<file path="src/logic/fsrs_pkg.sv">
// Overview of operation
// - The data input level is captured when chip select rises at the end of each request pulse.
// - The four captured levels must read low, high, low, high over consecutive pulses.
// - After the fourth good pulse completes, the internal reset is started.
// - The output data line stays undriven after chip select falls until the first serial clock edge.
// - A falling chip select wakes the device from power-down.
// - Status bit 0 reads 1 while a program, erase or status write runs, else 0.
// - Status bit 1 shows the write enable latch; while it is clear, status writes, programs and erases are refused.
// - Block protect bits 5 to 2 choose the area that refuses program, sector erase and block erase.
// - Block protect bits change only by the status write command and not while hardware protected.
// - The top/bottom bit 6 resets to 0 for a top area; 1 moves the area to the bottom.
// - The top/bottom bit changes only by the status write command.
// - Bit 7 selects software or hardware write protection of the status register.
// - With bit 7 set and the write protect pin low, all status writes are locked; else they need the latch.
// - With quad enable clear the write protect and hold pins keep their function; set, they are data lines.
package fsrs_pkg;
   localparam int   CLK_NS       = 10;
   // program and erase duration, shortened model of the array
   localparam int   BUSY_NS      = 2000;
   localparam int   BUSY_CYC     = (BUSY_NS + CLK_NS - 1) / CLK_NS;
   localparam int   BUSY_W       = 16;

   localparam int   BUSY_BIT     = 0;
   localparam int   LATCH_BIT    = 1;
   localparam int   BP_LSB       = 2;
   localparam int   TB_BIT       = 6;
   localparam int   LOCKSEL_BIT  = 7;
   localparam int   QUAD_BIT     = 1;
   localparam int   WPS_BIT      = 6;
   localparam int   EA_ADDR_W    = 3;
   localparam int   EA_DLP_BIT   = 3;

   localparam logic [7:0] SR1_RST = 8'h00;
   localparam logic [7:0] SR2_RST = 8'h00;
   localparam logic [7:0] SR3_RST = 8'h40;
   localparam logic [7:0] EAR_RST = 8'h00;
   localparam logic [7:0] SR1_WMASK = 8'hFC;
   localparam logic [7:0] SR2_WMASK = 8'h42;
   localparam logic [7:0] EAR_WMASK = 8'h0F;

   localparam int   ADDR_W       = 27;
   localparam int   AREA_LSB     = 16;

   localparam logic [7:0] OP_WREN  = 8'h06;
   localparam logic [7:0] OP_WRDI  = 8'h04;
   localparam logic [7:0] OP_RDSR1 = 8'h05;
   localparam logic [7:0] OP_RDSR2 = 8'h35;
   localparam logic [7:0] OP_RDSR3 = 8'h15;
   localparam logic [7:0] OP_RDEAR = 8'hC8;
   localparam logic [7:0] OP_WSTAT = 8'h01;
   localparam logic [7:0] OP_WEAR  = 8'hC5;
   localparam logic [7:0] OP_PROG  = 8'h02;
   localparam logic [7:0] OP_SECT  = 8'h20;
   localparam logic [7:0] OP_BLK   = 8'hD8;
   localparam logic [7:0] OP_DPD   = 8'hB9;

   typedef enum logic [2:0] {
      ST_CMD   = 3'b000,
      ST_ADDR  = 3'b001,
      ST_WDATA = 3'b010,
      ST_READ  = 3'b011,
      ST_SKIP  = 3'b100
   } fsrs_state_t;
endpackage : fsrs_pkg

</file>
<file path="src/logic/fsrs_link_if.sv">
interface fsrs_link_if;
   logic cs_fall;
   logic cs_rise;
   logic si_level;
   logic sclk_edge;
   logic reset_fire;

   modport top (output cs_fall, output cs_rise, output si_level, output sclk_edge, input reset_fire);
   modport det (input cs_fall, input cs_rise, input si_level, input sclk_edge, output reset_fire);
endinterface : fsrs_link_if

</file>
<file path="src/logic/fsrs_status_top.sv">
module fsrs_status_top (
   input  wire logic       clk,
   input  wire logic       srst,
   input  wire logic       chip_select_n,
   input  wire logic       serial_clock,
   input  wire logic       data_line_zero,
   input  wire logic       write_protect_n,
   input  wire logic       hold_n,
   output logic            data_line_one_out,
   output logic            data_line_one_oe,
   output logic            write_in_progress,
   output logic            write_enable_latch,
   output logic [3:0]      block_protect,
   output logic            protect_bottom,
   output logic            quad_io_enable,
   output logic            powered_down,
   output logic            internal_reset
);
   // raw pin order: hold, wp, si, sclk, cs
   logic [4:0]                  pin_meta;
   logic [4:0]                  pin_sync;
   logic                        sclk_q;
   logic                        cs_q;
   logic [7:0]                  sr1;
   logic [7:0]                  sr2;
   logic [7:0]                  sr3;
   logic [7:0]                  ear;
   logic [fsrs_pkg::BUSY_W-1:0] busy_cnt;
   logic [2:0]                  bit_cnt;
   logic [6:0]                  shreg;
   logic [7:0]                  out_sh;
   logic [1:0]                  byte_idx;
   logic [7:0]                  op;
   logic [23:0]                 addr;
   logic [7:0]                  wbuf1;
   logic [7:0]                  wbuf2;
   logic                        seen_edge;
   fsrs_pkg::fsrs_state_t       state;
   fsrs_pkg::fsrs_state_t       next_state;

   fsrs_link_if link ();

   fsrs_reset_detect u_detect (
      .clk  (clk),
      .srst (srst),
      .link (link)
   );

   function automatic logic protected_at(input logic [3:0] bp, input logic tb,
                                         input logic [fsrs_pkg::ADDR_W-1:0] a);
      logic [fsrs_pkg::ADDR_W-1:0] size;
      logic [fsrs_pkg::ADDR_W-1:0] top_base;
      size     = '0;
      top_base = '0;
      if (bp != 4'h0) begin
         size = fsrs_pkg::ADDR_W'(1) << (fsrs_pkg::AREA_LSB + int'(bp) - 1);
      end
      top_base = fsrs_pkg::ADDR_W'(0) - size;
      if (bp == 4'h0) begin
         protected_at = 1'b0;
      end else if (int'(bp) + fsrs_pkg::AREA_LSB > fsrs_pkg::ADDR_W) begin
         protected_at = 1'b1;
      end else begin
         protected_at = tb ? (a < size) : (a >= top_base);
      end
   endfunction : protected_at

   always_ff @(posedge clk) begin
      pin_meta <= {hold_n, write_protect_n, data_line_zero, serial_clock, chip_select_n};
      pin_sync <= pin_meta;
   end

   always_ff @(posedge clk) begin
      if (srst) begin
         sclk_q <= 1'b0;
         cs_q   <= 1'b1;
      end else begin
         sclk_q <= pin_sync[1];
         cs_q   <= pin_sync[0];
      end
   end

   wire cs_s        = pin_sync[0];
   wire sclk_s      = pin_sync[1];
   wire si_s        = pin_sync[2];
   wire selected    = ~cs_s;
   wire quad_on     = sr2[fsrs_pkg::QUAD_BIT];
   // pins lose control role in quad mode
   wire wp_eff_n    = quad_on | pin_sync[3];
   wire hold_act    = ~quad_on & ~pin_sync[4];
   wire cs_fall     = ~cs_s & cs_q;
   wire cs_rise     = cs_s & ~cs_q;
   wire sclk_any    = selected & (sclk_s ^ sclk_q);
   wire sclk_rise   = selected & sclk_s & ~sclk_q & ~hold_act & ~powered_down;
   wire sclk_fall   = selected & ~sclk_s & sclk_q & ~hold_act & ~powered_down;
   wire byte_done   = sclk_rise & (bit_cnt == 3'h7);
   wire [7:0] byte_val = {shreg, si_s};
   wire sr_busy     = sr1[fsrs_pkg::BUSY_BIT];
   wire sr_latch    = sr1[fsrs_pkg::LATCH_BIT];
   wire hw_locked   = sr1[fsrs_pkg::LOCKSEL_BIT] & ~wp_eff_n;
   wire rst_int     = link.reset_fire;
   wire [fsrs_pkg::ADDR_W-1:0] full_addr = {ear[fsrs_pkg::EA_ADDR_W-1:0], addr};
   wire addr_prot   = protected_at(sr1[fsrs_pkg::BP_LSB +: 4], sr1[fsrs_pkg::TB_BIT], full_addr);
   wire addr_full   = (byte_idx == 2'h3);
   wire pe_commit   = cs_rise & (state == fsrs_pkg::ST_ADDR) & addr_full & sr_latch & ~sr_busy & ~addr_prot;
   wire wstat_ok    = (op == fsrs_pkg::OP_WSTAT) & ~hw_locked;
   wire wear_ok     = (op == fsrs_pkg::OP_WEAR);
   // status writes need latch, not locked
   wire wr_commit   = cs_rise & (state == fsrs_pkg::ST_WDATA) & (byte_idx != 2'h0) & sr_latch & ~sr_busy &
                      (wstat_ok | wear_ok);
   wire start_busy  = pe_commit | (wr_commit & wstat_ok);
   wire cmd_byte    = byte_done & (state == fsrs_pkg::ST_CMD);
   wire [7:0] rd_val = (op == fsrs_pkg::OP_RDSR2) ? sr2 :
                       (op == fsrs_pkg::OP_RDSR3) ? sr3 :
                       (op == fsrs_pkg::OP_RDEAR) ? ear : sr1;

   assign link.cs_fall   = cs_fall;
   assign link.cs_rise   = cs_rise;
   assign link.si_level  = si_s;
   assign link.sclk_edge = sclk_any;

   always_comb begin
      next_state = state;
      if (cs_fall || cs_rise) begin
         next_state = fsrs_pkg::ST_CMD;
      end else if (byte_done) begin
         case (state)
            fsrs_pkg::ST_CMD: begin
               case (byte_val)
                  fsrs_pkg::OP_RDSR1, fsrs_pkg::OP_RDSR2,
                  fsrs_pkg::OP_RDSR3, fsrs_pkg::OP_RDEAR: next_state = fsrs_pkg::ST_READ;
                  fsrs_pkg::OP_WSTAT, fsrs_pkg::OP_WEAR:  next_state = fsrs_pkg::ST_WDATA;
                  fsrs_pkg::OP_PROG, fsrs_pkg::OP_SECT,
                  fsrs_pkg::OP_BLK:                       next_state = fsrs_pkg::ST_ADDR;
                  default:                                next_state = fsrs_pkg::ST_SKIP;
               endcase
            end
            fsrs_pkg::ST_ADDR:  next_state = fsrs_pkg::ST_ADDR;
            fsrs_pkg::ST_WDATA: next_state = fsrs_pkg::ST_WDATA;
            fsrs_pkg::ST_READ:  next_state = fsrs_pkg::ST_READ;
            default:            next_state = fsrs_pkg::ST_SKIP;
         endcase
      end
   end

   always_ff @(posedge clk) begin
      if (srst || rst_int || cs_fall) begin
         bit_cnt <= 3'h0;
         shreg   <= 7'h00;
      end else if (sclk_rise) begin
         bit_cnt <= bit_cnt + 3'h1;
         shreg   <= byte_val[6:0];
      end
   end

   always_ff @(posedge clk) begin
      if (srst || rst_int) begin
         state    <= fsrs_pkg::ST_CMD;
         op       <= 8'h00;
         byte_idx <= 2'h0;
      end else begin
         state <= next_state;
         if (cs_fall) begin
            byte_idx <= 2'h0;
         end else if (cmd_byte) begin
            op <= byte_val;
         end else if (byte_done && !addr_full) begin
            byte_idx <= byte_idx + 2'h1;
         end
      end
   end

   always_ff @(posedge clk) begin
      if (srst) begin
         addr  <= 24'h000000;
         wbuf1 <= 8'h00;
         wbuf2 <= 8'h00;
      end else if (byte_done && !addr_full) begin
         if (state == fsrs_pkg::ST_ADDR) begin
            addr <= {addr[15:0], byte_val};
         end
         if (state == fsrs_pkg::ST_WDATA && byte_idx == 2'h0) begin
            wbuf1 <= byte_val;
         end
         if (state == fsrs_pkg::ST_WDATA && byte_idx == 2'h1) begin
            wbuf2 <= byte_val;
         end
      end
   end

   // non-volatile bits survive the signalled reset
   always_ff @(posedge clk) begin
      if (srst) begin
         sr1 <= fsrs_pkg::SR1_RST;
         sr2 <= fsrs_pkg::SR2_RST;
         sr3 <= fsrs_pkg::SR3_RST;
         ear <= fsrs_pkg::EAR_RST;
      end else if (rst_int) begin
         sr1[fsrs_pkg::BUSY_BIT]  <= 1'b0;
         sr1[fsrs_pkg::LATCH_BIT] <= 1'b0;
         ear <= fsrs_pkg::EAR_RST;
      end else begin
         if (start_busy) begin
            sr1[fsrs_pkg::BUSY_BIT] <= 1'b1;
         end else if (busy_cnt == fsrs_pkg::BUSY_W'(1)) begin
            sr1[fsrs_pkg::BUSY_BIT] <= 1'b0;
         end
         if (pe_commit || wr_commit) begin
            sr1[fsrs_pkg::LATCH_BIT] <= 1'b0;
         end else if (cmd_byte && !sr_busy && byte_val == fsrs_pkg::OP_WREN) begin
            sr1[fsrs_pkg::LATCH_BIT] <= 1'b1;
         end else if (cmd_byte && !sr_busy && byte_val == fsrs_pkg::OP_WRDI) begin
            sr1[fsrs_pkg::LATCH_BIT] <= 1'b0;
         end
         // protect fields by status write only
         if (wr_commit && wstat_ok) begin
            sr1[7:2] <= wbuf1[7:2] & fsrs_pkg::SR1_WMASK[7:2];
            if (byte_idx == 2'h2) begin
               sr2 <= (sr2 & ~fsrs_pkg::SR2_WMASK) | (wbuf2 & fsrs_pkg::SR2_WMASK);
            end
         end
         if (wr_commit && wear_ok) begin
            ear <= wbuf1 & fsrs_pkg::EAR_WMASK;
         end
      end
   end

   always_ff @(posedge clk) begin
      if (srst || rst_int) begin
         busy_cnt <= '0;
      end else if (start_busy) begin
         busy_cnt <= fsrs_pkg::BUSY_W'(fsrs_pkg::BUSY_CYC);
      end else if (busy_cnt != '0) begin
         busy_cnt <= busy_cnt - fsrs_pkg::BUSY_W'(1);
      end
   end

   // drive only after a clock edge in this frame
   always_ff @(posedge clk) begin
      if (srst || rst_int || cs_s) begin
         seen_edge <= 1'b0;
      end else if (sclk_any) begin
         seen_edge <= 1'b1;
      end else if (cs_fall) begin
         seen_edge <= 1'b0;
      end
   end

   always_ff @(posedge clk) begin
      if (srst || rst_int || cs_s) begin
         out_sh            <= 8'h00;
         data_line_one_out <= 1'b0;
         data_line_one_oe  <= 1'b0;
      end else if (byte_done && next_state == fsrs_pkg::ST_READ) begin
         out_sh <= (state == fsrs_pkg::ST_CMD) ? ((byte_val == fsrs_pkg::OP_RDSR2) ? sr2 :
                   (byte_val == fsrs_pkg::OP_RDSR3) ? sr3 :
                   (byte_val == fsrs_pkg::OP_RDEAR) ? ear : sr1) : rd_val;
      end else if (sclk_fall && state == fsrs_pkg::ST_READ && (seen_edge || sclk_any)) begin
         data_line_one_out <= out_sh[7];
         data_line_one_oe  <= 1'b1;
         out_sh            <= {out_sh[6:0], out_sh[7]};
      end
   end

   always_ff @(posedge clk) begin
      if (srst || rst_int) begin
         powered_down <= 1'b0;
      end else if (cs_fall) begin
         powered_down <= 1'b0;
      end else if (cs_rise && state == fsrs_pkg::ST_SKIP && op == fsrs_pkg::OP_DPD && !sr_busy) begin
         powered_down <= 1'b1;
      end
   end

   always_ff @(posedge clk) begin
      if (srst) begin
         write_in_progress  <= 1'b0;
         write_enable_latch <= 1'b0;
         block_protect      <= 4'h0;
         protect_bottom     <= 1'b0;
         quad_io_enable     <= 1'b0;
         internal_reset     <= 1'b0;
      end else begin
         write_in_progress  <= sr_busy;
         write_enable_latch <= sr_latch;
         block_protect      <= sr1[fsrs_pkg::BP_LSB +: 4];
         protect_bottom     <= sr1[fsrs_pkg::TB_BIT];
         quad_io_enable     <= quad_on;
         internal_reset     <= rst_int;
      end
   end
endmodule : fsrs_status_top

</file>
<file path="src/logic/fsrs_reset_detect.sv">
module fsrs_reset_detect (
   input  wire logic  clk,
   input  wire logic  srst,
   fsrs_link_if.det   link
);
   logic [1:0] pulse_cnt;
   logic       spoiled;
   logic       fire;

   wire spoil_now  = link.sclk_edge;
   wire level_ok   = (link.si_level == pulse_cnt[0]) & ~spoiled & ~spoil_now;
   // a fresh low may open a new sequence
   wire restart_one = ~link.si_level & ~spoiled & ~spoil_now;

   always_ff @(posedge clk) begin
      if (srst) begin
         spoiled <= 1'b0;
      // an edge in the select cycle still spoils the pulse
      end else if (spoil_now) begin
         spoiled <= 1'b1;
      end else if (link.cs_fall) begin
         spoiled <= 1'b0;
      end
   end

   always_ff @(posedge clk) begin
      if (srst) begin
         pulse_cnt <= 2'h0;
         fire      <= 1'b0;
      end else begin
         fire <= 1'b0;
         if (link.cs_rise) begin
            if (level_ok) begin
               pulse_cnt <= pulse_cnt + 2'h1;
               fire      <= (pulse_cnt == 2'h3);
            end else begin
               pulse_cnt <= restart_one ? 2'h1 : 2'h0;
            end
         end
      end
   end

   assign link.reset_fire = fire;
endmodule : fsrs_reset_detect

</file>
<file path="config.mk">
export PLATFORM = sky130hd
export DESIGN_NAME = fsrs_status_top
export DESIGN_NICKNAME = d
export VERILOG_FILES = /design/src/logic/fsrs_pkg.sv /design/src/logic/fsrs_link_if.sv /design/src/logic/fsrs_status_top.sv /design/src/logic/fsrs_reset_detect.sv
export SDC_FILE = /design/constraint.sdc
export NUM_CORES = 1
export LEC_CHECK = 0
export BUFFER_PORTS_ARGS = -buffer_cell sky130_fd_sc_hd__buf_2
export CORE_MARGIN = 2
export CORE_UTILIZATION = 56
export CTS_CLUSTER_DIAMETER = 150
export DETAILED_ROUTE_END_ITERATION = 12
export PLACE_DENSITY = 0.76
export SETUP_SLACK_MARGIN = 0.15
export SYNTH_ARGS = -nofsm -noshare
export SYNTH_HDL_FRONTEND = slang
export SYNTH_SLANG_ARGS = --single-unit
</file>
<file path="constraint.sdc">
create_clock -name clk -period 2.93 [get_ports clk]
set_input_delay 0.293 -clock clk [delete_from_list [all_inputs] [get_ports clk]]
set_output_delay 0.293 -clock clk [all_outputs]
set_load 0.005 [all_outputs]
</file>
Yosys cells after proc, flatten, opt, wreduce, memory -nomap -nowiden

Index checks and enable logic that the tools add are counted.

Equal/unequal tests: 29
Shifts and indexed selects: 1
Add/subtract/negate cells: 7
Mux-type cells: 27
Bitwise gates (word level): 57
Reductions and logical operators: 49
Order comparisons: 3

Operators with widths:

| operator                                             | number |
|---|---|
| 2-to-1 mux 8 bit                                     | 11 |
| equality test 8 bit, second input constant           | 6 |
| << shifter 1 x 32 -> 27 bit, first input constant    | 1 |
| subtractor 32 x 2 -> 32 bit, second input constant   | 1 |
| bitwise AND 1 bit                                    | 31 |
| greater-or-equal comparator 27 bit                   | 1 |
| less-than comparator 27 bit                          | 1 |
| 2-to-1 mux 27 bit                                    | 1 |
| subtractor 1 x 27 -> 27 bit, first input constant    | 1 |
| equality test 8 x 3 -> 1 bit, second input constant  | 3 |
| equality test 8 x 6 -> 1 bit, second input constant  | 3 |
| NOT 1 bit                                            | 21 |
| equality test 16 x 1 -> 1 bit, second input constant | 1 |
| equality test 8 x 1 -> 1 bit, second input constant  | 2 |
| equality test 8 x 5 -> 1 bit, second input constant  | 2 |
| nonzero test 16 bit                                  | 1 |
| subtractor 16 x 1 -> 16 bit, second input constant   | 1 |
| logical AND 1 bit                                    | 14 |
| AND reduction 2 bit                                  | 7 |
| case mux 3 bit (4 select lines)                      | 1 |
| nonzero test 2 bit                                   | 6 |
| 2-to-1 mux 1 bit                                     | 10 |
| equality test 3 x 2 -> 1 bit, second input constant  | 3 |
| case mux 3 bit (3 select lines)                      | 1 |
| other kinds (25)                                     | 43 |

Input port bits: 7
Logic and storage cells: 206
Register bits after elaboration: 135
Output and inout bits: 12

Depth between registers and ports, before layout

Depth after elaboration: 13
Depth in mapped cells: 15
Depth with buffers taken out: 13

Modules after synthesis

Synthesis repeated with hierarchy kept, for this count alone.

Cells, all modules: 770
Area total of the unflattened synthesis: 6632.6 µm²

Modules (own cells, without submodules):

| module            | times used | sequential area each (µm²) | cells each | area an instance (µm²) |
|---|---|---|---|---|
| fsrs_status_top   | 1          | 2382.3                     | 752        | 6461.2 |
| fsrs_reset_detect | 1          | 80.1                       | 18         | 171.4 |

Worst setup path after synthesis

OpenSTA, ideal clock, no wires.

Path kind: flip-flop to flip-flop
From: reg sr1[5]
To: reg busy_cnt[15] (netlist name)
Clock period less this slack: 2.959 ns
Data required time: 2.815 ns
Arrival time: 2.844 ns
Cell stages (with the launch flop): 14
Path slack: -0.029 ns
Buffers on the path: 2
Setup time: 0.115 ns
Cell sequence: dfxtp_1 > buf_2 > inv_1 > nor2_1 > nand2_1 > ha_1 > nand3_2 > or4_4 > or4_1 > o22a_1 > nand4_1 > o21a_4 > buf_12 > nor2_2

Cells in the longest elaborated chain, start to end: 13
Elaborated cells on any way between the ends: 17
Those cells by class: 3 x add/sub; 3 x order compare; 1 x shift; 4 x mux; 3 x bitwise; 3 x reduce/logical

Ends and longest elaborated chain:

| what                               | RTL line                                     | RTL |
|---|---|---|
| from (decl)                        | fsrs_status_top.sv:24                        | `logic [7:0] sr1;` |
| from (signal assigned)             | fsrs_status_top.sv:194                       | `sr1 <= fsrs_pkg::SR1_RST;` |
| from (signal assigned)             | fsrs_status_top.sv:217                       | `sr1[7:2] <= wbuf1[7:2] & fsrs_pkg::SR1_WMASK[7:2];` |
| adder 4 x 5 -> 6 bit               | fsrs_status_top.sv:56, fsrs_status_top.sv:61 |  |
| subtractor 32 x 2 -> 32 bit        | fsrs_status_top.sv:56                        | `size = fsrs_pkg::ADDR_W'(1) << (fsrs_pkg::AREA_LSB + int'(bp) - 1);` |
| << shifter 1 x 32 -> 27 bit        | fsrs_status_top.sv:56                        |  |
| 2-to-1 mux 27 bit                  | fsrs_status_top.sv:55                        | `if (bp != 4'h0) begin` |
| subtractor 1 x 27 -> 27 bit        | fsrs_status_top.sv:58                        | `top_base = fsrs_pkg::ADDR_W'(0) - size;` |
| greater-or-equal comparator 27 bit | fsrs_status_top.sv:64                        | `protected_at = tb ? (a < size) : (a >= top_base);` |
| 2-to-1 mux 1 bit                   | fsrs_status_top.sv:64                        |  |
| 2-to-1 mux 1 bit                   | fsrs_status_top.sv:61                        | `end else if (int'(bp) + fsrs_pkg::AREA_LSB > fsrs_pkg::ADDR_W) begin` |
| 2-to-1 mux 1 bit *                 | fsrs_status_top.sv:59                        | `if (bp == 4'h0) begin` |
| NOT 1 bit *                        | fsrs_status_top.sv:105                       | `wire pe_commit = cs_rise & (state == fsrs_pkg::ST_ADDR) & addr_full & sr_latch & ~sr_busy & ~addr_prot;` |
| bitwise AND 1 bit *                | fsrs_status_top.sv:105                       |  |
| bitwise OR 1 bit *                 | fsrs_status_top.sv:111                       | `wire start_busy = pe_commit \| (wr_commit & wstat_ok);` |
| OR reduction 2 bit (no line) *     | n/a                                          |  |
| to (signal assigned)               | fsrs_status_top.sv:232                       | `busy_cnt <= fsrs_pkg::BUSY_W'(fsrs_pkg::BUSY_CYC);` |
| to (signal assigned)               | fsrs_status_top.sv:234                       | `busy_cnt <= busy_cnt - fsrs_pkg::BUSY_W'(1);` |
| to (decl)                          | fsrs_status_top.sv:28                        | `logic [fsrs_pkg::BUSY_W-1:0] busy_cnt;` |

Mark *: on every way between the ends. The rest lies on a longest branch, timed or not.
A chain may end at the register's enable or synchronous reset.

Final worst setup path

From: reg sr1[3]
To: reg busy_cnt[12] (netlist name)

The elaborated chain is that of the path after synthesis.

==> impl_metrics.prom <==
# TYPE chip_impl_metric gauge
chip_impl_info{name="critical_path.endpoint_type",value="register"} 1
chip_impl_metric{name="synth-edff-count",unit=""} 0
chip_impl_metric{name="cts.reportedPaths.clkPinSlew",unit="ns"} 0.06
chip_impl_metric{name="seqCellArea",unit="mm2"} 0.00248
chip_impl_metric{name="power.share.sequential",unit="%"} 40.3
chip_impl_metric{name="postLayoutCellArea",unit="mm2"} 0.00793
chip_impl_metric{name="die_area",unit="mm2"} 0.0126
chip_impl_metric{name="die_y",unit="um"} 112
chip_impl_info{name="most-common-layout-cells",value="119 x dfxtp_1, 89 x nand2_1, 76 x nor2_1, 65 x a21oi_1, 60 x ha_1"} 1
chip_impl_metric{name="floorplan.initialDensity",unit="%"} 57.4
chip_impl_metric{name="timing.clock.skew",unit="ns"} 0.00755
chip_impl_metric{name="timing.critical_path.fanout_max",unit=""} 7
chip_impl_metric{name="max-slew-margin-rel",unit="%"} 44.9
chip_impl_metric{name="clock.fmax",unit="MHz"} 338
chip_impl_metric{name="power_frac_comb",unit="%"} 15.0
chip_impl_metric{name="final_min_period_over_clock_period",unit="%"} 101
chip_impl_info{name="cp-start-kind",value="register"} 1
chip_impl_metric{name="cts_htree_levels",unit=""} 4
chip_impl_metric{name="dpl_cell_area",unit="mm2"} 0.00692
chip_impl_metric{name="antenna_cells",unit=""} 0
chip_impl_metric{name="clockPowerShare",unit="%"} 44.7
chip_impl_metric{name="area_delta_synth_final",unit="%"} 21.0
chip_impl_metric{name="clock_latency",unit="ns"} 0.42
chip_impl_metric{name="total_leakage_power",unit="nW"} 3.24
chip_impl_metric{name="ys_seq_area_share",unit="%"} 37.6
chip_impl_metric{name="postSynthAreaPerCell",unit="um2"} 8.66
chip_impl_metric{name="portBuffers",unit=""} 18
chip_impl_metric{name="total_power_of_the_final_layout",unit="mW"} 4.54
chip_impl_metric{name="number_of_non_filler_instances_in_the_completed_layout",unit=""} 977
chip_impl_info{name="cts_tree",value="built"} 1
chip_impl_metric{name="yosysTopAreaCellShare",unit="%"} 37.6
chip_impl_metric{name="cts_sinks",unit=""} 123
chip_impl_metric{name="drt-initial-drc-count",unit=""} 365
chip_impl_metric{name="period_needed",unit="ns"} 2.96
chip_impl_metric{name="required",unit="ns"} 3.25
chip_impl_metric{name="timing.final.setup_violations",unit=""} 7
chip_impl_metric{name="count_of_vias_placed_by_the_detailed_router",unit=""} 5637
chip_impl_info{name="final_common_cell",value="dfxtp_1"} 1
chip_impl_metric{name="power.share.switching",unit="%"} 27.1
chip_impl_info{name="rsz_0062_raised_after_global_routing",value="yes"} 1
chip_impl_metric{name="proportion_of_layout_cells_with_a_drive_suffix_above_1",unit="%"} 18.3
chip_impl_metric{name="post_detailed_route_drc_marker_count",unit=""} 0
chip_impl_info{name="violations",value="negative setup slack"} 1
chip_impl_metric{name="post-route-util",unit="%"} 69.4
chip_impl_metric{name="gr-usage-all-layers",unit="%"} 26.4
chip_impl_metric{name="route.detailed.vias_per_inst",unit=""} 5.77
chip_impl_metric{name="detailed_place_hpwl",unit="um"} 11300
chip_impl_metric{name="max_cap_violations",unit=""} 0
chip_impl_info{name="synth_top_cells_by_area",value="dfxtp_1 38%, ha_1 12%, mux2i_1 5.7%"} 1
chip_impl_metric{name="routed_wire_length_per_instance",unit="um"} 16.9
chip_impl_metric{name="netlist_area",unit="mm2"} 0.00655
chip_impl_metric{name="grt_antenna_before_repair",unit=""} 0
chip_impl_metric{name="synth-warning-count",unit=""} 0
chip_impl_metric{name="tns",unit="ns"} -0.0887
chip_impl_metric{name="ioPinCount",unit=""} 19
chip_impl_metric{name="vdd.ir_drop.worst",unit="V"} 0.000733
chip_impl_metric{name="route.final.wire_length",unit="um"} 16500
chip_impl_metric{name="first_global_vias",unit=""} 5442
chip_impl_metric{name="grt_pass1_wl",unit="um"} 26300
chip_impl_info{name="root_buffer",value="clkbuf_16"} 1
chip_impl_metric{name="worst_slew_pin_slew",unit="ns"} 0.825
chip_impl_metric{name="power-per-cell-area",unit="mW/mm2"} 573
chip_impl_metric{name="net-switching-power",unit="mW"} 1.23
chip_impl_info{name="hp-class",value="input port to register"} 1
chip_impl_info{name="synthFlopType",value="dfxtp_1"} 1
chip_impl_metric{name="cp.arrival",unit="ns"} 3.27
chip_impl_metric{name="drt_pass1_iterations",unit=""} 5
chip_impl_metric{name="pre_cts_ws",unit="ns"} -0.0697
chip_impl_metric{name="grt_start_max_net_pins",unit=""} 58
chip_impl_metric{name="tritoncts.num_buffers",unit=""} 17
chip_impl_metric{name="holdWs",unit="ns"} 0.111
chip_impl_metric{name="cells_after_synth",unit=""} 756
chip_impl_metric{name="finalWeightedCongestion",unit=""} 0.934
chip_impl_metric{name="synthDistinctLibCells",unit=""} 74
chip_impl_metric{name="drt.antenna.violating_nets",unit=""} 0
chip_impl_info{name="synthDominantAreaCellType",value="dfxtp_1"} 1
chip_impl_metric{name="async_reset_ff_share",unit="%"} 0
chip_impl_metric{name="synthesized_flop_and_latch_total",unit=""} 123
chip_impl_metric{name="slew_viol_final",unit=""} 0
chip_impl_info{name="run_status",value="finished with violations"} 1
chip_impl_metric{name="fin_nets",unit=""} 894
chip_impl_metric{name="report.final.hold_viol_count",unit=""} 0
chip_impl_metric{name="row_count",unit=""} 39
chip_impl_metric{name="cts_max_path_buffers",unit=""} 2
chip_impl_metric{name="layout_fillers",unit=""} 830
chip_impl_metric{name="post-route-worst-setup-slack",unit="ns"} -0.0262
chip_impl_info{name="classification_of_the_worst_setup_path",value="register to register"} 1
chip_impl_metric{name="grt_overflow_total",unit=""} 0
chip_impl_metric{name="intPower",unit="mW"} 3.31
chip_impl_metric{name="placed_cells",unit=""} 922
chip_impl_metric{name="multi_input_comb_area",unit="mm2"} 0.00417
chip_impl_metric{name="core_footprint",unit="mm2"} 0.0114
chip_impl_metric{name="die_w",unit="um"} 112
[cells by family (layout without fill, tap and decap cells)]
| logic type | Yosys count | after routing | share of synthesized area [%] |
|---|---|---|---|
| fa+ha+maj | 65 | 65 | 12.4 |
| compound gates | 143 | 144 | 14.2 |
| xor+xnor | 18 | 18 | 2.41 |
| other cells | 2 | 25 | 0.115 |
| flops | 123 | 123 | 37.6 |
| buf+inv | 57 | 111 | 3.74 |
| mux | 38 | 38 | 5.83 |
| simple gates | 310 | 310 | 23.7 |
[flip-flops by register name, summed over array words and instances (netlist names), 3 cells and up]
register and flops:
addr 24, bit_cnt 3, block_protect 4, busy_cnt 16, ear 4, op 8
out_sh 8, pin_meta 5, pin_sync 5, shreg 7, sr1 8, state 3
wbuf1 8
[what timing repair did]
item | CTS | global route
cloned | 1 | 0
hold buffers | 5 | 0
pin swaps | 11 | 26
hold endpoints to repair | 5 | 0
resized for setup | 19 | 36
endpoints found under the setup margin | 18 | 18
buffers inserted | 6 | 12
[layer usage]
metal / GRT usage [%] / wire (um)
met1: 31.8 / 7160
met2: 44.8 / 8050
met3: 6.86 / 781
met4: 11.2 / 486
met5: 0 / 0
[power by group through the flow]
stage / sequential, mW / combinational (mW) / clock [mW]
after floorplan: 1.85 / 0.543 / 0
after global placement: 1.86 / 0.611 / 0
after detailed placement: 1.87 / 0.634 / 0
after CTS: 1.83 / 0.655 / 2.04
after global routing: 1.84 / 0.771 / 2.11
final: 1.83 / 0.681 / 2.03
[cell type report]
type                            count  share of cell area (%)
Timing Repair Buffer               63                    5.84
Inverter                           17                   0.836
Tap cell                          143                    2.26
Clock inverter                     11                    1.55
Multi-Input combinational cell    600                    52.6
Clock buffer                       20                    5.63
Sequential cell                   123                    31.3
[cells in the mapped netlist (all sizes together) (8+ instances only)]
master and instances:
a21oi 68, and3 10, buf 10, clkbuf 30
dfxtp 123, ha 65, inv 17, mux2i 37
nand2 97, nand2b 8, nand3 13, nand4 12
nor2 93, nor2b 15, nor3 14, nor4 8
o21ai 21, xnor2 15
[path summary, 6_finish.rpt]
kind,from,endpoint,slack [ns],cells past startpoint
hold / removal,srst,wbuf1[7],0.11,2
setup reg to reg,sr1[3],busy_cnt[12],-0.03,12
setup / recovery,sr1[3],busy_cnt[12],-0.03,12
hold reg to reg,pin_meta[4],pin_sync[4],0.33,0
[worst max-delay path: stages, from the launching register on]
cell     delay (ns)
dfxtp_4        0.36
buf_6          0.13
nor2_4         0.12
buf_4          0.12
nand2_2        0.07
ha_4           0.28
nand3_2        0.10
or4_4          0.46
or4_4          0.42
o22a_1         0.25
nand4_1        0.21
o21a_4         0.25
nor2_1         0.06
No activity file was read; power rests on OpenSTA's default activity.
